===== config.mk =====
export PLATFORM = sky130hd
export DESIGN_NAME = cdcc_top
export DESIGN_NICKNAME = d
export VERILOG_FILES = /design/src/cdcc_pkg.sv /design/src/cdcc_prescaler.sv /design/src/cdcc_top.sv
export SDC_FILE = /design/constraint.sdc
export NUM_CORES = 1
export LEC_CHECK = 0
export BUFFER_PORTS_ARGS = -buffer_cell sky130_fd_sc_hd__buf_4
export CORE_UTILIZATION = 50
export DETAILED_ROUTE_END_ITERATION = 8
export PLACE_DENSITY = 0.82
export RECOVER_POWER = 100
export SYNTH_ARGS = -nofsm -noshare
export SYNTH_HDL_FRONTEND = slang
export SYNTH_SLANG_ARGS = --single-unit

===== constraint.sdc =====
create_clock -name pclk -period 7.6 [get_ports pclk]
set_clock_uncertainty 0.05 [all_clocks]
set_input_delay 1.52 -clock pclk [delete_from_list [all_inputs] [get_ports pclk]]
set_output_delay 1.52 -clock pclk [all_outputs]
set_load 0.005 [all_outputs]

===== src/cdcc_pkg.sv =====
// package with register map, fields and timing constants for the card supply converter control
package cdcc_pkg;
   // register byte addresses (apb, 32-bit aligned words)
   localparam logic [11:0] CDCC_CONV_CTRL_IDX  = 12'h0bf;
   localparam logic [11:0] CDCC_CONV_CTRL_ADDR = 12'h2fc;
   localparam logic [11:0] CDCC_CARD_IF_CTRL   = 12'h000;
   localparam logic [11:0] CDCC_CARD_CTRL      = 12'h004;
   localparam logic [11:0] CDCC_CARD_IF_STAT   = 12'h008;
   // converter control fields
   localparam int          CDCC_MODE_BIT       = 7;
   localparam int          CDCC_OCADJ_BIT      = 6;
   localparam int          CDCC_BOOST_LSB      = 4;
   localparam int          CDCC_DIV_LSB        = 0;
   localparam logic [7:0]  CDCC_CONV_RST       = 8'h00;
   // card interface control / card control / status fields
   localparam int          CDCC_VSEL_LSB       = 0;
   localparam int          CDCC_SUPPLY_ON_BIT  = 0;
   localparam int          CDCC_VGOOD_BIT      = 0;
   localparam int          CDCC_OVC_BIT        = 1;
   localparam int          CDCC_RUN_BIT        = 2;
   localparam logic [1:0]  CDCC_VSEL_RST       = 2'h0;
   // overcurrent level in percent of the 100 ma base, without and with the adjust bit
   localparam logic [7:0]  CDCC_LVL_BASE       = 8'h64;
   localparam logic [7:0]  CDCC_LVL_ADJ        = 8'h78;
   // startup: cycles of converter clock allowed before giving up
   localparam logic [15:0] CDCC_START_TICKS    = 16'h0fa0;
   // shutdown sequence length in converter clock ticks
   localparam logic [3:0]  CDCC_STOP_TICKS     = 4'h4;
   typedef enum logic [2:0] {
      CDCC_OFF, CDCC_START, CDCC_RUN, CDCC_STOP, CDCC_TRIP
   } cdcc_state_e;
endpackage


===== src/cdcc_prescaler.sv =====
// converter clock prescaler: one-cycle enable at pclk divided by the coded factor
`timescale 1ns/100ps
module cdcc_prescaler
   import cdcc_pkg::*;
(
   input  wire logic       pclk,
   input  wire logic       presetn,
   input  wire logic [3:0] div_code,
   output logic            tick
);
   logic [4:0] cnt_r;
   logic [4:0] cnt_nxt;
   logic       tick_r;
   logic       tick_nxt;
   logic [4:0] div_m1;

   // code 0 (reset) gives divide by 2, i.e. 4 mhz from an 8 mhz crystal
   always_comb begin
      unique case (div_code)
         4'h0:    div_m1 = 5'h01;
         4'h1:    div_m1 = 5'h03;
         4'h2:    div_m1 = 5'h04;
         4'h3:    div_m1 = 5'h05;
         4'h4:    div_m1 = 5'h07;
         4'h5:    div_m1 = 5'h09;
         4'h6:    div_m1 = 5'h0b;
         4'h7:    div_m1 = 5'h17;
         default: div_m1 = 5'h01;
      endcase
   end

   always_comb begin
      tick_nxt = 1'b0;
      cnt_nxt  = cnt_r + 5'h01;
      if (cnt_r >= div_m1) begin // RULE11
         cnt_nxt  = 5'h00;
         tick_nxt = 1'b1;
      end
   end

   always_ff @(posedge pclk or negedge presetn) begin
      if (!presetn) begin
         cnt_r  <= 5'h00;
         tick_r <= 1'b0;
      end else begin
         cnt_r  <= cnt_nxt;
         tick_r <= tick_nxt;
      end
   end

   assign tick = tick_r;
endmodule


===== src/cdcc_top.sv =====
// card supply converter control: apb registers, supply gating, startup and trip logic
// Functional notes
// RULE1: converter never turns on while card presence is inactive.
// RULE2: card removal while running starts an automatic shutdown.
// RULE3: firmware switches converter off before power-down.
// RULE4: control bit 7 selects pump (0) or regulator (1) mode.
// RULE5: control bit 6 raises overcurrent limit by 20 percent.
// RULE6: overcurrent action sets the card overcurrent flag by hardware.
// RULE7: boost field 00 keeps limit, 01/10/11 add 30/50/80 percent.
// RULE8: boost steps raise startup current and overcurrent level proportionally.
// RULE9: startup supply current is limited to the boost level.
// RULE10: firmware programs the prescale field for a 4 mhz converter clock.
// RULE11: prescaler divides by the coded factor into an enable pulse.
// RULE12: voltage select and supply-on bits sit in separate registers.
// RULE13: firmware selects voltage, boost, supply-on, then polls voltage-good.
// RULE14: firmware picks regulator mode for 1.8 v and 3 v.
// RULE15: firmware picks pump mode for 5 v.
// RULE16: firmware steps boost up until ready, then back down.
// RULE17: overcurrent sensing off during startup; fault leaves both flags clear.
// RULE18: good clear with overcurrent set means started then tripped.
// RULE19: good set with overcurrent clear means correct; both set never occurs.
// RULE20: firmware keeps monitoring and deactivates on loss of tolerance.
// RULE21: converter control register clears to zero on reset.
//
// The APB register port was left to the implementer.
`timescale 1ns/100ps
module cdcc_top
   import cdcc_pkg::*;
(
   input  wire logic        pclk,
   input  wire logic        presetn,
   input  wire logic        psel,
   input  wire logic        penable,
   input  wire logic        pwrite,
   input  wire logic [11:0] paddr,
   input  wire logic [31:0] pwdata,
   output logic [31:0]      prdata,
   output logic             pready,
   output logic             pslverr,
   input  wire logic        card_present_input,
   input  wire logic        rail_in_target,
   input  wire logic        overcurrent_sense,
   output logic             conv_enable,
   output logic             conv_tick,
   output logic             regulator_mode,
   output logic [7:0]       overcurrent_level,
   output logic [7:0]       startup_current_level,
   output logic [1:0]       card_voltage_select
);
   logic [7:0]  ctrl_r;
   logic [7:0]  ctrl_nxt;
   logic [1:0]  vsel_r;
   logic [1:0]  vsel_nxt;
   logic        supply_on_r;
   logic        supply_on_nxt;
   logic        vgood_r;
   logic        vgood_nxt;
   logic        ovc_r;
   logic        ovc_nxt;
   logic [31:0] prdata_r;
   logic [31:0] prdata_nxt;
   logic        slverr_r;
   logic        slverr_nxt;
   logic        ready_r;
   logic        ready_nxt;
   cdcc_state_e st_r;
   cdcc_state_e st_nxt;
   logic [15:0] cnt_r;
   logic [15:0] cnt_nxt;
   logic        en_r;
   logic        en_nxt;
   logic        reg_r;
   logic [7:0]  lvl_r;
   logic [7:0]  lvl_nxt;
   logic [7:0]  slvl_r;
   logic [1:0]  vout_r;
   logic        tick;
   logic        tick_r;
   logic        setup;
   logic        wr;
   logic        rd;
   logic [7:0]  base;
   logic [9:0]  scaled;

   cdcc_prescaler u_pre (
      .pclk     (pclk),
      .presetn  (presetn),
      .div_code (ctrl_r[CDCC_DIV_LSB +: 4]),
      .tick     (tick)
   );

   // apb: no wait state, answer on the cycle after the setup phase
   assign setup = psel && !penable;
   assign wr    = psel && penable && ready_r && pwrite;
   assign rd    = psel && penable && ready_r && !pwrite;

   always_comb begin
      ready_nxt  = setup;
      slverr_nxt = 1'b0;
      prdata_nxt = 32'h0000_0000;
      if (setup) begin
         unique case (paddr)
            CDCC_CONV_CTRL_ADDR: prdata_nxt = {24'h000000, ctrl_r};
            CDCC_CARD_IF_CTRL:   prdata_nxt = {30'h0, vsel_r};
            CDCC_CARD_CTRL:      prdata_nxt = {31'h0, supply_on_r};
            CDCC_CARD_IF_STAT:   prdata_nxt = {29'h0, en_r, ovc_r, vgood_r};
            default:             slverr_nxt = 1'b1;
         endcase
      end
   end

   // overcurrent level: base from adjust bit, scaled by boost step
   always_comb begin
      base = ctrl_r[CDCC_OCADJ_BIT] ? CDCC_LVL_ADJ : CDCC_LVL_BASE; // RULE5
      unique case (ctrl_r[CDCC_BOOST_LSB +: 2]) // RULE7
         2'h0: scaled = {2'h0, base};
         2'h1: scaled = {2'h0, base} + {2'h0, base} * 10'd3 / 10'd10;
         2'h2: scaled = {2'h0, base} + {3'h0, base[7:1]};
         2'h3: scaled = {2'h0, base} + {2'h0, base} * 10'd8 / 10'd10;
      endcase
      lvl_nxt = (scaled > 10'h0ff) ? 8'hff : scaled[7:0];
   end

   // registers and supply state machine
   always_comb begin
      ctrl_nxt      = ctrl_r;
      vsel_nxt      = vsel_r;
      supply_on_nxt = supply_on_r;
      vgood_nxt     = vgood_r;
      ovc_nxt       = ovc_r;
      st_nxt        = st_r;
      cnt_nxt       = cnt_r;
      en_nxt        = en_r;
      if (wr) begin
         unique case (paddr)
            CDCC_CONV_CTRL_ADDR: ctrl_nxt = pwdata[7:0]; // RULE4
            CDCC_CARD_IF_CTRL:   vsel_nxt = pwdata[CDCC_VSEL_LSB +: 2]; // RULE12
            CDCC_CARD_CTRL:      supply_on_nxt = pwdata[CDCC_SUPPLY_ON_BIT]; // RULE12
            default: ;
         endcase
      end
      unique case (st_r)
         CDCC_OFF: begin
            en_nxt = 1'b0;
            // refused without a card; supply-on kept for a later insertion
            if (supply_on_r && card_present_input) begin // RULE1
               st_nxt    = CDCC_START;
               cnt_nxt   = 16'h0000;
               vgood_nxt = 1'b0;
               ovc_nxt   = 1'b0;
               en_nxt    = 1'b1;
            end
         end
         CDCC_START: begin
            // sensing ignored here; a stuck start just times out with flags clear
            if (!card_present_input || !supply_on_r) begin // RULE2
               st_nxt  = CDCC_STOP;
               cnt_nxt = 16'h0000;
               en_nxt  = 1'b0;
            end else if (rail_in_target) begin // RULE17
               st_nxt    = CDCC_RUN;
               vgood_nxt = 1'b1;
            end else if (tick_r) begin
               cnt_nxt = cnt_r + 16'h0001;
               if (cnt_r == CDCC_START_TICKS) begin // RULE17
                  st_nxt = CDCC_STOP;
                  cnt_nxt = 16'h0000;
                  en_nxt = 1'b0;
               end
            end
         end
         CDCC_RUN: begin
            vgood_nxt = rail_in_target;
            if (overcurrent_sense) begin // RULE6
               st_nxt    = CDCC_TRIP;
               ovc_nxt   = 1'b1; // RULE18
               vgood_nxt = 1'b0; // RULE19
               en_nxt    = 1'b0;
            end else if (!card_present_input || !supply_on_r) begin // RULE2
               st_nxt    = CDCC_STOP;
               cnt_nxt   = 16'h0000;
               vgood_nxt = 1'b0;
               en_nxt    = 1'b0;
            end
         end
         CDCC_STOP: begin
            en_nxt    = 1'b0;
            vgood_nxt = 1'b0;
            if (tick_r) begin
               cnt_nxt = cnt_r + 16'h0001;
               if (cnt_r[3:0] == CDCC_STOP_TICKS - 4'h1) begin
                  st_nxt = CDCC_OFF;
               end
            end
            if (st_nxt == CDCC_OFF && supply_on_r) begin
               // avoid a restart loop after a failed or removed start
               supply_on_nxt = 1'b0;
            end
         end
         CDCC_TRIP: begin
            en_nxt = 1'b0;
            // flag held for firmware until it drops supply-on, then reads as switched off
            if (!supply_on_nxt) begin
               st_nxt  = CDCC_OFF;
               ovc_nxt = 1'b0; // RULE18
            end
         end
         default: st_nxt = CDCC_OFF;
      endcase
      if (wr && paddr == CDCC_CARD_CTRL && !pwdata[CDCC_SUPPLY_ON_BIT]) begin
         supply_on_nxt = 1'b0;
      end
   end

   always_ff @(posedge pclk or negedge presetn) begin
      if (!presetn) begin
         ctrl_r      <= CDCC_CONV_RST; // RULE21
         vsel_r      <= CDCC_VSEL_RST;
         supply_on_r <= 1'b0;
         vgood_r     <= 1'b0;
         ovc_r       <= 1'b0;
         st_r        <= CDCC_OFF;
         cnt_r       <= 16'h0000;
         en_r        <= 1'b0;
         reg_r       <= 1'b0;
         lvl_r       <= CDCC_LVL_BASE;
         slvl_r      <= CDCC_LVL_BASE;
         vout_r      <= CDCC_VSEL_RST;
         tick_r      <= 1'b0;
         prdata_r    <= 32'h0000_0000;
         slverr_r    <= 1'b0;
         ready_r     <= 1'b0;
      end else begin
         ctrl_r      <= ctrl_nxt;
         vsel_r      <= vsel_nxt;
         supply_on_r <= supply_on_nxt;
         vgood_r     <= vgood_nxt;
         ovc_r       <= ovc_nxt;
         st_r        <= st_nxt;
         cnt_r       <= cnt_nxt;
         en_r        <= en_nxt;
         reg_r       <= ctrl_r[CDCC_MODE_BIT]; // RULE4
         lvl_r       <= lvl_nxt; // RULE8
         slvl_r      <= lvl_nxt; // RULE9
         vout_r      <= vsel_r;
         tick_r      <= tick;
         prdata_r    <= prdata_nxt;
         slverr_r    <= slverr_nxt;
         ready_r     <= ready_nxt;
      end
   end

   assign prdata                = prdata_r;
   assign pready                = ready_r;
   assign pslverr               = slverr_r;
   assign conv_enable           = en_r;
   assign conv_tick             = tick_r;
   assign regulator_mode        = reg_r;
   assign overcurrent_level     = lvl_r;
   assign startup_current_level = slvl_r;
   assign card_voltage_select   = vout_r;
endmodule


Word-level counts from Yosys, hierarchy flattened
Memory sizes are Yosys's and may differ from the RTL's.
Index checks and enable logic that the tools add are counted.
{ "word_totals": {"output_inout_bits": 55, "romBits": 40, "elab_cells": 136, "in_bits": 52, "mem_count": 1, "register_bits": 85} }
{ "memory_table": {"columns": ["memory", "depth", "word_bits", "rd", "rd_ports_with_merged_regs", "write_ports", "line", "text"], "rows": [
  ["(no name shown)", 8, 5, 1, 0, 0, "cdcc_prescaler.sv:19", "unique case (div_code)"]
]} }
{ "classes": {"n_reduce_logical": 29, "div": 2, "eq_ne": 26, "order_cmp": 2, "addsub": 5, "multipliers": 1, "muxes": 53} }
{ "ops": {"columns": ["op", "n"], "rows": [
  ["two-way mux 16 bit", 8],
  ["one-hot mux 16 bit (4 select lines)", 1],
  ["one-hot mux 10 bit (4 select lines)", 1],
  ["two-way mux 3 bit", 11],
  ["two-way mux 32 bit", 1],
  ["one-hot mux 8 bit (4 select lines)", 1],
  ["two-way mux 1 bit", 22],
  ["adder 7 x 10 -> 10 bit", 2],
  ["divider 10 x 4 -> 10 bit (second input constant)", 2],
  ["adder 16 x 1 -> 16 bit (second input constant)", 1],
  ["== test 16 x 12 -> 1 bit (second input constant)", 1],
  ["inequality test 2 bit (second input constant)", 8],
  ["two-way mux 5 bit", 3],
  ["one-hot mux 3 bit (5 select lines)", 1],
  ["== test 12 x 10 -> 1 bit (second input constant)", 1],
  ["== test 12 x 3 -> 1 bit (second input constant)", 1],
  ["== test 12 x 4 -> 1 bit (second input constant)", 1],
  ["zero test 12 bit", 1],
  ["inequality test 3 bit (second input constant)", 4],
  ["greater-than comparator 10 x 8 -> 1 bit (second input constant)", 1],
  ["AND reduction 5 bit", 2],
  ["multiplier 7 x 2 -> 9 bit (second input constant)", 1],
  ["adder 7 x 6 -> 8 bit", 1],
  ["logical AND 1 bit", 8],
  ["other kinds (23)", 34]
]} }

Depth between registers and ports, before layout
Gate-level depths: netlist of the first run.
{ "logic_depth": {"depth_word": 9, "depth_mapped": 11, "ltp_nobuf": 10} }

Hierarchy
From an unflattened synthesis of the first run, not the netlist that was laid out.
{ "unflattened": {"cells_unflattened": 367, "hier_area_um2": 3641.0} }
{ "by_module_without_submodules": {"columns": ["mod", "cells_per_inst", "n_inst", "seq_area_each_um2", "area_per_inst_um2"], "rows": [
  ["cdcc_top", 322, 1, 1380.1, 3170.5],
  ["cdcc_prescaler", 45, 1, 150.1, 470.5]
]} }

Least setup slack after synthesis of the first run
No wires, ideal clock.
{ "synth_path": {"path_kind": "in2reg", "startpoint": "input paddr[0]", "endpoint": "register vsel_r[0]", "t_required_ps": 7425, "setup_ps": 125, "path_buffers": 0, "stages": 5, "path_slack_ps": 4220, "t_arrival_ps": 3205, "cell_sequence": "or4_4 > or4_4 > nor3_1 > and2_2 > mux2_2"} }
{ "synth_via": {"elab_chain_cells": 2} }
{ "synth_lines": {"columns": ["element", "line", "text"], "rows": [
  ["start, declared", "cdcc_top.sv:35", "input wire logic [11:0] paddr,"],
  ["zero test 12 bit", "cdcc_top.sv:135", "unique case (paddr)"],
  ["AND reduction 2 bit (no line)", null, null],
  ["end signal, assigned", "cdcc_top.sv:235", "vsel_r <= vsel_nxt;"],
  ["end, declared", "cdcc_top.sv:52", "logic [1:0] vsel_r;"]
]} }
No other way between the ends.
A chain may end at the register's enable or synchronous reset.

==> results of run 1 <==
worst min path at each step:
stage	start	end	slack [ps]	cells after the start
final	u_pre.tick	conv_tick	300	0
after global routing	u_pre.tick	conv_tick	310	0
after CTS	u_pre.tick	conv_tick	310	0
after detailed placement	u_pre.tick	conv_tick	290	0
after global placement	u_pre.tick	conv_tick	290	0
after floorplan	u_pre.tick	conv_tick	280	0
layer usage:
metal	share of wire, %	vias to the layer above	wire length [um]	track usage [%]
met2	49	132	3619	33.62
met5	0	-	0	0
met4	1.2	0	86	6.515
met3	7.7	15	570	5.429
li1	-	1332	-	-
met1	42	1358	3084	28.09
worst register-to-register path: stages, from the launching register on:
cell and delay [ps]:
dfrtp_1 500, nand2_1 240, ha_1 340, inv_1 130, ha_1 240, nor2_1 120, xor2_1 250, a31oi_1 150
o32a_1 200, o41a_1 410
flip-flops by register name, indices dropped and copies added (netlist names), 2 cells and up:
signal                 count
startup_current_level      8
ctrl_r                     8
st_r                       3
prdata                     8
vsel_r                     2
card_voltage_select        2
cnt_r                     16
u_pre.cnt_r                5
through the flow:
| step | total power (W) | instances | instance area [um2] |
|---|---|---|---|
| after CTS | 0.0008196 | 519 | 4160 |
| final | 0.0008142 | 519 | 4125 |
| after detailed placement | 0.0005284 | 503 | 3964 |
| after floorplan | 0.0004876 | 388 | 3669 |
| after global routing | 0.0008581 | 519 | 4125 |
| after global placement | 0.0005240 | 503 | 3964 |
placed cells by master (no fill, tap or decap), types with 3 or more instances in the layout:
cell type	instances
dfrtp_1	58
conb_1	24
and2_0	5
a21oi_1	12
or3_1	3
a21o_1	5
nand2b_1	4
mux2i_1	4
buf_4	25
clkbuf_4	29
o311ai_0	3
a211oi_1	6
o21ai_0	9
inv_1	17
mux2_2	12
nor2b_1	6
nor3_1	15
ha_1	24
nor3b_1	4
xnor2_1	13
xor2_1	3
nand3_1	15
and4_1	3
clkbuf_8	11
or4_1	3
nand4_1	4
nor4_1	6
clkbuf_1	10
nand2_1	23
or2_2	4
nor2_1	28
logic make-up (layout without fill, tap and decap cells):
logic type                 count (synthesis)  after routing
and+or+nand+nor                          134            134
DFF                                       61             61
buffers and inverters                     58             93
AOI/OAI and AO/OA                         55             55
adders and majority gates                 24             24
xor gates and xnor gates                  16             16
muxes                                     16             16
other                                      1             24
final cells by class:
type                    instances  area, um2
clock buffers                  15      166.4
multi-input cells             269       1787
repair buffers                 60      427.9
clock inverters                 1      30.03
inverters                      17      63.81
flip-flops and latches         61       1530
fillers                       591       2744
well taps                      96      120.1
power by group:
part	total (W)	switching (W)	leakage, nW	internal (W)
logic	0.000153	0.000100	0.983	0.0000523
registers	0.000369	0.0000300	0.813	0.000339
clock network	0.000292	0.000122	0.0979	0.000170
total	0.000814	0.000252	1.89	0.000562
==> results.md, run 1 <==
Floorplanning:
- The total area inside the core boundary comes to 6869 um2.
- In this run the vertical extent of the chip is 86.64 um.
- The die covers 7506 um2.
- In this run the core area contains 30 standard-cell rows.
- The die span in x is 86.64 um.
- The initial standard-cell utilization of the core is 52.15%.
- 107 I/O pins were placed.

Drt:
- The DRC violation count after routing is 1.
- Dividing the detail-routed wire length by the instance count gives 14.18 um.
- The number of design-rule violations left by the first detailed-router iteration is 217.
- The routed wire length is 7.360 mm.
- The via count normalized by instance count is 5.466.
- The first-pass iteration count of the detailed router is 8.
- The via count of the routed design is 2,837.
- The post-route antenna net violation count is 0.

Clocking:
- The H-tree was split into 3 levels.
- The source-to-sink clock delay at the later pin of the worst-skew pair is 340 ps.
- The number of clock buffers inserted by TritonCTS is 9.
- Clock tree synthesis found a total of 61 sinks.
- The count of instances resized after the clock tree is built is 0.
- Hold repair after CTS inserted 0 buffers.
- After clock tree synthesis, the clock-pin slew on the worst setup and hold paths is 70 ps.
- The cell chosen for the clock root is clkbuf_8.
- The clock passes through at most 2 buffers.
- The clock tree from TritonCTS is done.
- The number of buffers inserted to repair setup after CTS is 0.

Synth:
- The async set or reset register ratio after synthesis is 100.0%.
- The flip-flop cell with the highest count after synthesis is dfrtp_1.
- Summing every instance area after synthesis gives 3582 um2.
- The synthesized netlist devotes 10.48% of its cell area to compound gates.
- The cell with the most instances after synthesis is dfrtp_1.
- By area the synthesized netlist is led by dfrtp_1 (41%), ha_1 (8.4%), buf_4 (6.7%), mux2_2 (3.8%), xnor2_1 (3.2%).
- The number of different library cells used by synthesis comes to 55.
- The number of warnings reported in the yosys synthesis log is 0.
- The number of instances in the synthesized netlist is 365.
- The number of synthesized flops with an enable pin is 0.
- Summed over its instances, the top area cell type makes up 40.52% of the synthesized netlist area.
- The synthesized netlist devotes 8.383% of its cell area to adder and majority cells.
- The number of synthesized register bits is 61.
- Summing the areas of all and, or, nand and nor instances in the mapped netlist gives 20.05% of the synthesized area.
- The xor/xnor share of the synthesized area is 3.912%.
- The most area-hungry cell type in the Yosys netlist is dfrtp_1.
- The mean cell area of the mapped netlist is 9.814 um2.
- In the synthesized netlist, mux cells make up 4.890% of the area.
- Sorting the synthesized cells by how often they occur yields dfrtp_1 (58), buf_4 (32), nor2_1 (28).
- The sequential element share of the synthesized area is 42.72%.
- By area, the combinational part of the netlist is dominated by simple AND/OR/NAND/NOR gates.

GRT:
- For this run the aggregate overflow at the end of global routing stands at 0.
- The number of antenna violations at the first check in global routing is 0.
- The via count of the first global-routing pass is 2,684.
- The first-pass GRT wire length is 12.30 mm.
- The largest net degree at the start of global routing is 62.
- The total global routing track utilization is 21.01%.

Timing:
- The smallest setup slack after layout is 3478 ps.
- Across all hold checks on the routed design, the worst slack comes to 302.4 ps.
- The clock period could shrink to 4122 ps.
- The worst pin sits at a relative slew slack of -114.6%.
- Setup violations remaining at the end of the flow were counted as 0.
- After layout, the worst path uses 54.24% of the clock period.
- The achievable clock frequency is 242.6 MHz.
- Setup repair after global routing left no endpoint under its margin.
- The number of failing hold endpoints at the final stage is 0.
- The transition time at the pin with the least slew margin is 3219 ps.
- The final setup TNS is 0 ps.
- The number of pins exceeding their max-slew limit in the final report was 62.

Critical path:
- The dominant delay contributor by cell family on the critical path is buffers and inverters.
- The launching element type of the critical path is an input port.
- The arrival time of data at the critical path endpoint is 3790 ps.
- The startpoint identified for the worst register-to-register timing path is ctrl_r[4].
- The number of buffer and inverter stages on the critical path is 1.
- The worst-case register-to-register setup slack is 4860 ps.
- The critical path is of the input port to asynchronous set/reset pin type.
- The critical path data required time is 7260 ps.
- The critical register-to-register path endpoint is startup_current_level[0].
- In this design, the stage delay of the slowest critical-path cell is 2230 ps.
- The total number of cells along the worst setup path is 1.
- The critical-path cell with the highest stage delay is clkbuf_1.
- The number of cells on the worst reg-to-reg path is 9.
- Along the worst path, the maximum fanout reaches 61.
- The most critical setup path has its startpoint at presetn.
- The critical path goes through clkbuf_1.
- The kind of end point of the critical path is an asynchronous set/reset pin.
- The destination of the critical timing path is startup_current_level[3].

Place:
- At the end of routability-driven placement, the weighted congestion stood at 0.8256.
- Detailed placement ended at an HPWL of 5.387 mm.
- At the placement stage, the worst setup path has a slack of 3999 ps.
- In this run the tool buffered the top-level ports with 58 buffer cells.

Run status:
- The checks that failed: DRC, capacitance limit, slew limit.
- The run finished, with violations left.

Cells and area:
- At the end of the flow, the number of nets in the layout was 494.
- In the final layout, the share of cells above drive strength 1 is 20.09%.
- The layout-stage area growth over the synthesis result is 15.16%.
- Measured on the finished design, the core utilization comes to 60.05%.
- 0 antenna diodes ended up in the layout.

Run:
- Across the run, the number of max-cap violations was 1.

Pwr:
- The worst-case IR drop observed on VDD is 95.89 uV.
- Summed over all cells, the static leakage comes to 1.894 nW.
- Power spread over the standard cell area amounts to 197.4 nW/um2.

Min path:
- The tightest min-delay check is of the flop to flop type.
(Power assumes the default switching activity.)
==> inputs of run 2 (changes only) <==
--- a/config.mk
+++ b/config.mk
@@ -6,9 +6,9 @@
 export NUM_CORES = 1
 export LEC_CHECK = 0
 export BUFFER_PORTS_ARGS = -buffer_cell sky130_fd_sc_hd__buf_4
-export CORE_UTILIZATION = 50
+export CORE_UTILIZATION = 47
 export DETAILED_ROUTE_END_ITERATION = 8
-export PLACE_DENSITY = 0.82
+export PLACE_DENSITY = 0.81
 export RECOVER_POWER = 100
 export SYNTH_ARGS = -nofsm -noshare
 export SYNTH_HDL_FRONTEND = slang
==> constraint.sdc (replaced) <==
create_clock -name pclk -period 3.6 [get_ports pclk]
set_clock_uncertainty 0.05 [all_clocks]
set_input_delay 0.72 -clock pclk [delete_from_list [all_inputs] [get_ports pclk]]
set_output_delay 0.72 -clock pclk [all_outputs]
set_load 0.005 [all_outputs]
==> results.md, run 2 (synthesized netlist as in run 1, its figures left out) <==
Cells and area:
- The final standard cell area without fillers was 4106 um2 (-0.46%).
- The library cell used most frequently in the layout, excluding fill and tap cells, is dfrtp_1.
- The count of antenna diodes in the layout is 0 (unchanged).
- The number of flip-flops in the largest register is 16 (unchanged).
- The share of final-layout standard cells stronger than drive strength 1 is 21.04% (+0.95 points).
- The library cells used most frequently in the layout, excluding fill and tap cells, are dfrtp_1 (58), clkbuf_4 (29), nor2_1 (28).
- The count of nets after finishing is 494 (unchanged).
- The utilization of the core after routing is 56.31% (-3.7 points).
- The register with the most flip-flops is cnt_r.
- The layout-stage area growth over the synthesis result is 14.64%.

Clocking:
- The clock slew seen by the registers of the worst setup and hold paths is 70 ps (about the same).
- The deepest clock path buffer count is 2 (unchanged).
- The H-tree depth came to 3 (unchanged).
- The count of instances resized after the clock tree is built is 0 (unchanged).
- The number of clock buffers inserted by TritonCTS came to 9 (unchanged).
- The total number of clock tree sinks is 61 (unchanged).
- The number of buffers inserted to repair setup after CTS is 0 (unchanged).
- The number of hold buffers added after CTS is 0 (unchanged).
- In this run the clock root is driven by a clkbuf_8.
- The clock tree from TritonCTS is done.
- The source-to-sink clock delay at the later pin of the worst-skew pair is 340 ps (about the same).

Floorplanning:
- The number of placement rows came to 31 (+3.3%).
- The area of the core was 7292 um2 (+6.2%).
- The floorplan die height is 89.30 um (+3.1%).
- The initial standard-cell utilization of the core is 49.12% (-3.0 points).
- The die span in x is 89.30 um (+3.1%).
- The number of top-level design ports is 107 (unchanged).
- The die outline area came to 7974 um2 (+6.2%).

Run:
- The number of max-capacitance violations reported is 1 (unchanged).

Critical path:
- The kind of cell with the highest combined delay along the critical path is adder cells.
- The arrival time of data at the critical path endpoint is 2760 ps (-1030 ps).
- The number of buffer and inverter stages on the critical path is 1 (unchanged).
- The critical-path cell with the highest stage delay is dfrtp_1.
- Traced cell by cell, the critical path runs through nand2_1 > ha_1 > inv_1 > ha_1 > a21oi_1 > or3_1 > a21oi_1 > nor2_1 > o41a_1.
- The critical path data required time is 3760 ps (-3500 ps).
- STA classifies the critical path endpoint as a flop.
- The maximum cell stage delay along the critical path is 490 ps (-1740 ps).
- The worst setup path is of the flop to flop kind.
- The maximum fanout along the worst path is 11 (-82%).
- The launching element type of the critical path is a flop.

Timing:
- Setup repair after global routing left no endpoint under its margin.
- The final setup TNS was 0 ps (unchanged).
- The count of final setup violators is 0 (unchanged).
- The smallest setup slack after layout is 998.5 ps (-2479 ps).
- Static timing analysis puts the maximum clock frequency at 384.4 MHz.
- The transition time at the pin with the least slew margin was 1500 ps (-1718 ps).
- The number of failing hold endpoints at the final stage came to 0 (unchanged).
- The share of the cycle needed by the critical path after routing is 72.26%.
- The normalized max-slew margin is -0.02256% (+110 points).
- The time the final worst path needs with I/O delays and setup is 2601 ps.
- The number of pins exceeding their max-slew limit in the final report came to 10 (-84%).

Place:
- The placed wire-length estimate was 5.371 mm (-0.30%).
- The port buffer count came to 58 (unchanged).
- The weighted congestion reported at the end of routability-driven placement was 0.8135 (-1.5%).
- The pre-CTS worst setup slack came to 767.9 ps (-3231 ps).
- The placed standard-cell area was 3968 um2 (about the same).

GRT:
- The leftover overflow at the end of global routing was 0 (unchanged).
- The number of antenna violations at the first check in global routing is 0 (unchanged).
- The first-pass GRT wire length is 12.47 mm (+1.4%).
- The via count of the first global-routing pass is 2,685 (+0.037%).
- The largest net degree at the start of global routing came to 62 (unchanged).
- The total global routing track utilization is 20.66% (-0.35 points).

Drt:
- The routed wire length is 7.428 mm (+0.92%).
- The number of design-rule violations left by the first detailed-router iteration is 200 (-7.8%).
- The first-pass iteration count of the detailed router is 5 (-3).
- The via count normalized by instance count is 5.316 (-2.7%).
- The post-route antenna net violation count is 0 (unchanged).
- The DRC violation count after routing is 0 (-1).
- The via count of the routed design is 2,775 (-2.2%).
- The average wire per standard cell is 14.23 um (+0.34%).

Run status:
- The run finished, with violations left.
- The checks that failed: capacitance limit, slew limit.

Min path:
- The worst hold path belongs to the class flop to flop.

Pwr:
- The sum of internal, switching and leakage power is 0.001669 W (+100%).
- The total power per unit cell area is 406.4 nW/um2 (+110%).
- The leakage power summed over all cells is 1.897 nW (+0.18%).
- The peak ir drop on the vdd network was 192.6 uV (+100%).
run 2: cell types whose count changed in the layout (fill, tap and decap cells not counted), sizes merged:
cell    previous run  this run
bufinv             1         0
clkbuf            50        49
clkinv             0         2
run 2: path summary, 6_finish.rpt:
check	start	end	slack, ps	cells after the start
max in group asynchronous	presetn	cnt_r[6]	1900	1
worst min register to register	u_pre.tick	conv_tick	290	0
worst max-delay path	ctrl_r[4]	startup_current_level[0]	1000	9
worst min-delay path	u_pre.tick	conv_tick	290	0
worst max register to register	ctrl_r[4]	startup_current_level[0]	1000	9
min in group asynchronous	presetn	cnt_r[8]	680	1
run 2: where the power goes:
part | leakage, nW | total [W] | internal (W) | switching (W)
sequential | 0.816 | 0.000783 | 0.000716 | 0.0000668
clock | 0.0905 | 0.000548 | 0.000286 | 0.000261
combinational | 0.991 | 0.000338 | 0.000117 | 0.000221
run 2: final cells by class:
class,instances,area (um2)
multi-input combinational,269,1787
clock buffer,14,162.7
timing repair buffer,60,429.2
inverter,17,63.81
sequential,61,1530
fill,675,3186
clock inverter,2,10.01
tap,99,123.9
run 2: stage by stage:
step           hold WS (ps)  cells
2_1_floorplan         281.2    388
3_3_place_gp          286.5    506
3_5_place_dp          288.1    506
4_1_cts               299.7    522
5_1_grt               307.9    522
6_report              294.2    522
run 2: metal layers:
metal / global-route usage (%) / vias to the layer above / wire length, um
li1: - / 1335 / -
met1: 26.51 / 1361 / 3296
met2: 34.21 / 69 / 3749
met3: 4.247 / 10 / 283
met4: 8.514 / 0 / 98
met5: 0 / - / 0
run 2: worst register-to-register path, delay by kind of cell, from the launching register on:
kind / cells / cell delay, ps
AO/OA/AOI/OAI: 3 / 570
adder cells (fa/ha/maj): 2 / 650
buffers and inverters: 1 / 120
flip-flops: 1 / 490
AND/OR/NAND/NOR: 3 / 600
==> inputs of run 3 (changes only) <==
--- a/config.mk
+++ b/config.mk
@@ -6,9 +6,9 @@
 export NUM_CORES = 1
 export LEC_CHECK = 0
 export BUFFER_PORTS_ARGS = -buffer_cell sky130_fd_sc_hd__buf_4
-export CORE_UTILIZATION = 47
+export CORE_UTILIZATION = 50
 export DETAILED_ROUTE_END_ITERATION = 8
-export PLACE_DENSITY = 0.81
+export PLACE_DENSITY = 0.82
 export RECOVER_POWER = 100
 export SYNTH_ARGS = -nofsm -noshare
 export SYNTH_HDL_FRONTEND = slang
==> constraint.sdc (replaced) <==
create_clock -name pclk -period 2.4 [get_ports pclk]
set_clock_uncertainty 0.05 [all_clocks]
set_input_delay 0.48 -clock pclk [delete_from_list [all_inputs] [get_ports pclk]]
set_output_delay 0.48 -clock pclk [all_outputs]
set_load 0.005 [all_outputs]
==> results.md, run 3 (synthesized netlist as in run 1, its figures left out) <==
Run status:
- The run finished with clean final reports.

Min path:
- The type of the most critical hold path is input port to flop.
- The worst hold path begins at penable.

Timing:
- The share of the cycle needed by the critical path after routing is 94.94%.
- Timing would allow up to 438.9 MHz.
- The number of pins exceeding their max-slew limit in the final report is 0 (-10).
- The worst hold slack was 310.3 ps (+16.03 ps).
- The smallest setup slack after layout is 121.5 ps (-877.0 ps).
- The normalized max-slew margin is 1.457% (+1.5 points).
- Counting I/O delays and the setup requirement, the final critical path takes 2278 ps.
- The transition time at the pin with the least slew margin came to 1478 ps (-22.19 ps).
- The count of final setup violators is 0 (unchanged).
- The number of failing hold endpoints at the final stage came to 0 (unchanged).
- Setup repair after global routing left no endpoint under its margin.

Floorplanning:
- The initial standard-cell utilization of the core is 52.15% (+3.0 points).
- The die span in x came to 86.64 um (-3.0%).
- The die outline area is 7506 um2 (-5.9%).
- The number of top-level design ports is 107 (unchanged).
- The area of the core was 6869 um2 (-5.8%).
- The number of placement rows is 30 (-3.2%).
- The floorplan die height is 86.64 um (-3.0%).

Clocking:
- The number of clock buffers inserted by TritonCTS is 9 (unchanged).
- The source-to-sink clock delay at the later pin of the worst-skew pair is 340 ps (about the same).
- The H-tree depth was 3 (unchanged).
- The deepest clock path buffer count was 2 (unchanged).
- In this run the clock root is driven by a clkbuf_8.
- The number of buffers inserted to repair setup after CTS is 0 (unchanged).
- The clock slew seen by the registers of the worst setup and hold paths is 70 ps (about the same).
- TritonCTS built the clock tree.
- The total number of clock tree sinks was 61 (unchanged).

Critical path:
- The arrival time of data at the critical path endpoint is 2430 ps (-330 ps).
- STA classifies the critical path endpoint as a flop.
- The maximum cell stage delay along the critical path is 540 ps (+50 ps).
- The first element of the critical path is paddr[0].
- The dominant delay contributor by cell family on the critical path is simple AND/OR/NAND/NOR gates.
- The maximum fanout along the worst path is 3 (-8).
- Among all stages on the critical path, the largest delay is contributed by or4_1.
- The launching element type of the critical path is an input port.
- The number of buffer and inverter stages on the critical path was 1 (unchanged).
- The worst flop-to-flop path startpoint is ctrl_r[0].
- By startpoint and endpoint, the worst setup path is classified as input port to flop.
- The critical path data required time is 2550 ps (-1210 ps).
- Walking the worst path, the cells encountered are clkbuf_4 > or4_1 > or4_4 > nor3_1 > mux2i_1 > o211ai_1.

Cells and area:
- The most common cell after layout, fill and taps aside is dfrtp_1.
- The area taken by flip-flops and latches is 1530 um2 (unchanged).
- The final standard cell area without fillers came to 4222 um2 (+2.8%).
- The register with the most flip-flops in the final layout is cnt_r.
- The number of fill cells is 573 (-15%).
- The count of antenna diodes in the layout came to 0 (unchanged).
- The share of final-layout standard cells stronger than drive strength 1 is 23.91% (+2.9 points).
- The area of the multi-input gates is 1800 um2 (+0.77%).
- The count of nets after finishing is 506 (+2.4%).
- The count of non-filler cells in the finished layout was 531 (+1.7%).
- The number of flip-flops in the largest register is 16 (unchanged).
- In the layout the commonest cells are dfrtp_1 (58), clkbuf_4 (33), buf_4 (29).
- The layout-stage area growth over the synthesis result is 17.85%.

Pwr:
- The total power per unit cell area is 614.8 nW/um2 (+51%).
- The leakage power summed over all cells came to 1.964 nW (+3.5%).
- The sum of internal, switching and leakage power was 0.002595 W (+56%).
- The peak ir drop on the vdd network was 357.8 uV (+86%).

GRT:
- The largest net degree at the start of global routing came to 62 (unchanged).
- The leftover overflow at the end of global routing is 0 (unchanged).
- The number of antenna violations at the first check in global routing was 0 (unchanged).
- The total global routing track utilization is 20.85% (+0.18 points).
- The via count of the first global-routing pass is 2,685 (unchanged).
- The first-pass GRT wire length came to 12.14 mm (-2.7%).

Place:
- The placed standard-cell area came to 4056 um2 (+2.2%).
- The placed wire-length estimate is 5.420 mm (+0.91%).
- The count of placed standard cells including taps is 515 (+1.8%).
- The pre-CTS worst setup slack came to -138.0 ps (-905.9 ps).
- The port buffer count was 58 (unchanged).
- The weighted congestion reported at the end of routability-driven placement is 0.8646 (+6.3%).

Drt:
- The via count normalized by instance count is 5.202 (-2.2%).
- The first-pass iteration count of the detailed router is 4 (-1).
- The routed wire length came to 7.077 mm (-4.7%).
- The via count of the routed design is 2,762 (-0.47%).
- The number of design-rule violations left by the first detailed-router iteration was 159 (-21%).
- The post-route antenna net violation count is 0 (unchanged).
- The DRC violation count after routing is 0 (unchanged).
- The average wire per standard cell is 13.33 um (-6.3%).

Run:
- The number of max-capacitance violations reported came to 0 (-1).
-- run 3: cell types whose count changed in the layout (fill, tap and decap cells not counted), sizes merged --
| cell | delta |
|---|---|
| buf | +5 |
| bufinv | +1 |
| clkbuf | +4 |
| clkinv | +1 |
| clkinvlp | +1 |
-- run 3: layer usage --
layer / wire [um] / vias up / GRT usage, %
met3: 450 / 6 / 5.619
met1: 3052 / 1309 / 25.95
li1: - / 1361 / -
met5: 0 / - / 0
met2: 3517 / 86 / 35.14
met4: 56 / 0 / 6.970
-- run 3: through the flow --
stage | utilization [%] | TNS (ps)
floorplan | - | 0
global placement | 59.05 | -716.3
detailed placement | 59.05 | -928.4
CTS | 61.99 | 0
global route | 61.46 | 0
finish | 61.46 | 0
-- run 3: area by class of cell --
type	count	area share (%)
Clock inverter	5	1.423
Tap cell	96	2.845
Clock buffer	11	3.349
Timing Repair Buffer	72	11.97
Multi-Input combinational cell	269	42.65
Inverter	17	1.512
Sequential cell	61	36.25
-- run 3: where the power goes --
group / switching (W) / internal [W]
clock network: 0.000397 / 0.000510
registers: 0.0000967 / 0.00107
logic: 0.000329 / 0.000189
total: 0.000823 / 0.00177
-- run 3: repair_timing --
item	CTS	global route
resized for setup	0	3
hold buffers	0	0
endpoints found under the setup margin	0	1
-- run 3: path summary, 6_finish.rpt --
kind	end	slack, ps	depth (start not counted)
max	ovc_r	120	6
min	pready	310	2
max reg2reg	u_pre.cnt_r[1]	170	8
min reg2reg	conv_tick	320	0
max in group asynchronous	startup_current_level[3]	960	1
min in group asynchronous	cnt_r[8]	450	1
-- run 3: worst register-to-register path: stages (launching register included) --
cell      delay [ps]
dfrtp_1          430
inv_1             80
ha_1             300
mux2i_1           70
or2_2            280
ha_1             270
a21o_1           160
a21o_1           240
a211oi_1         270
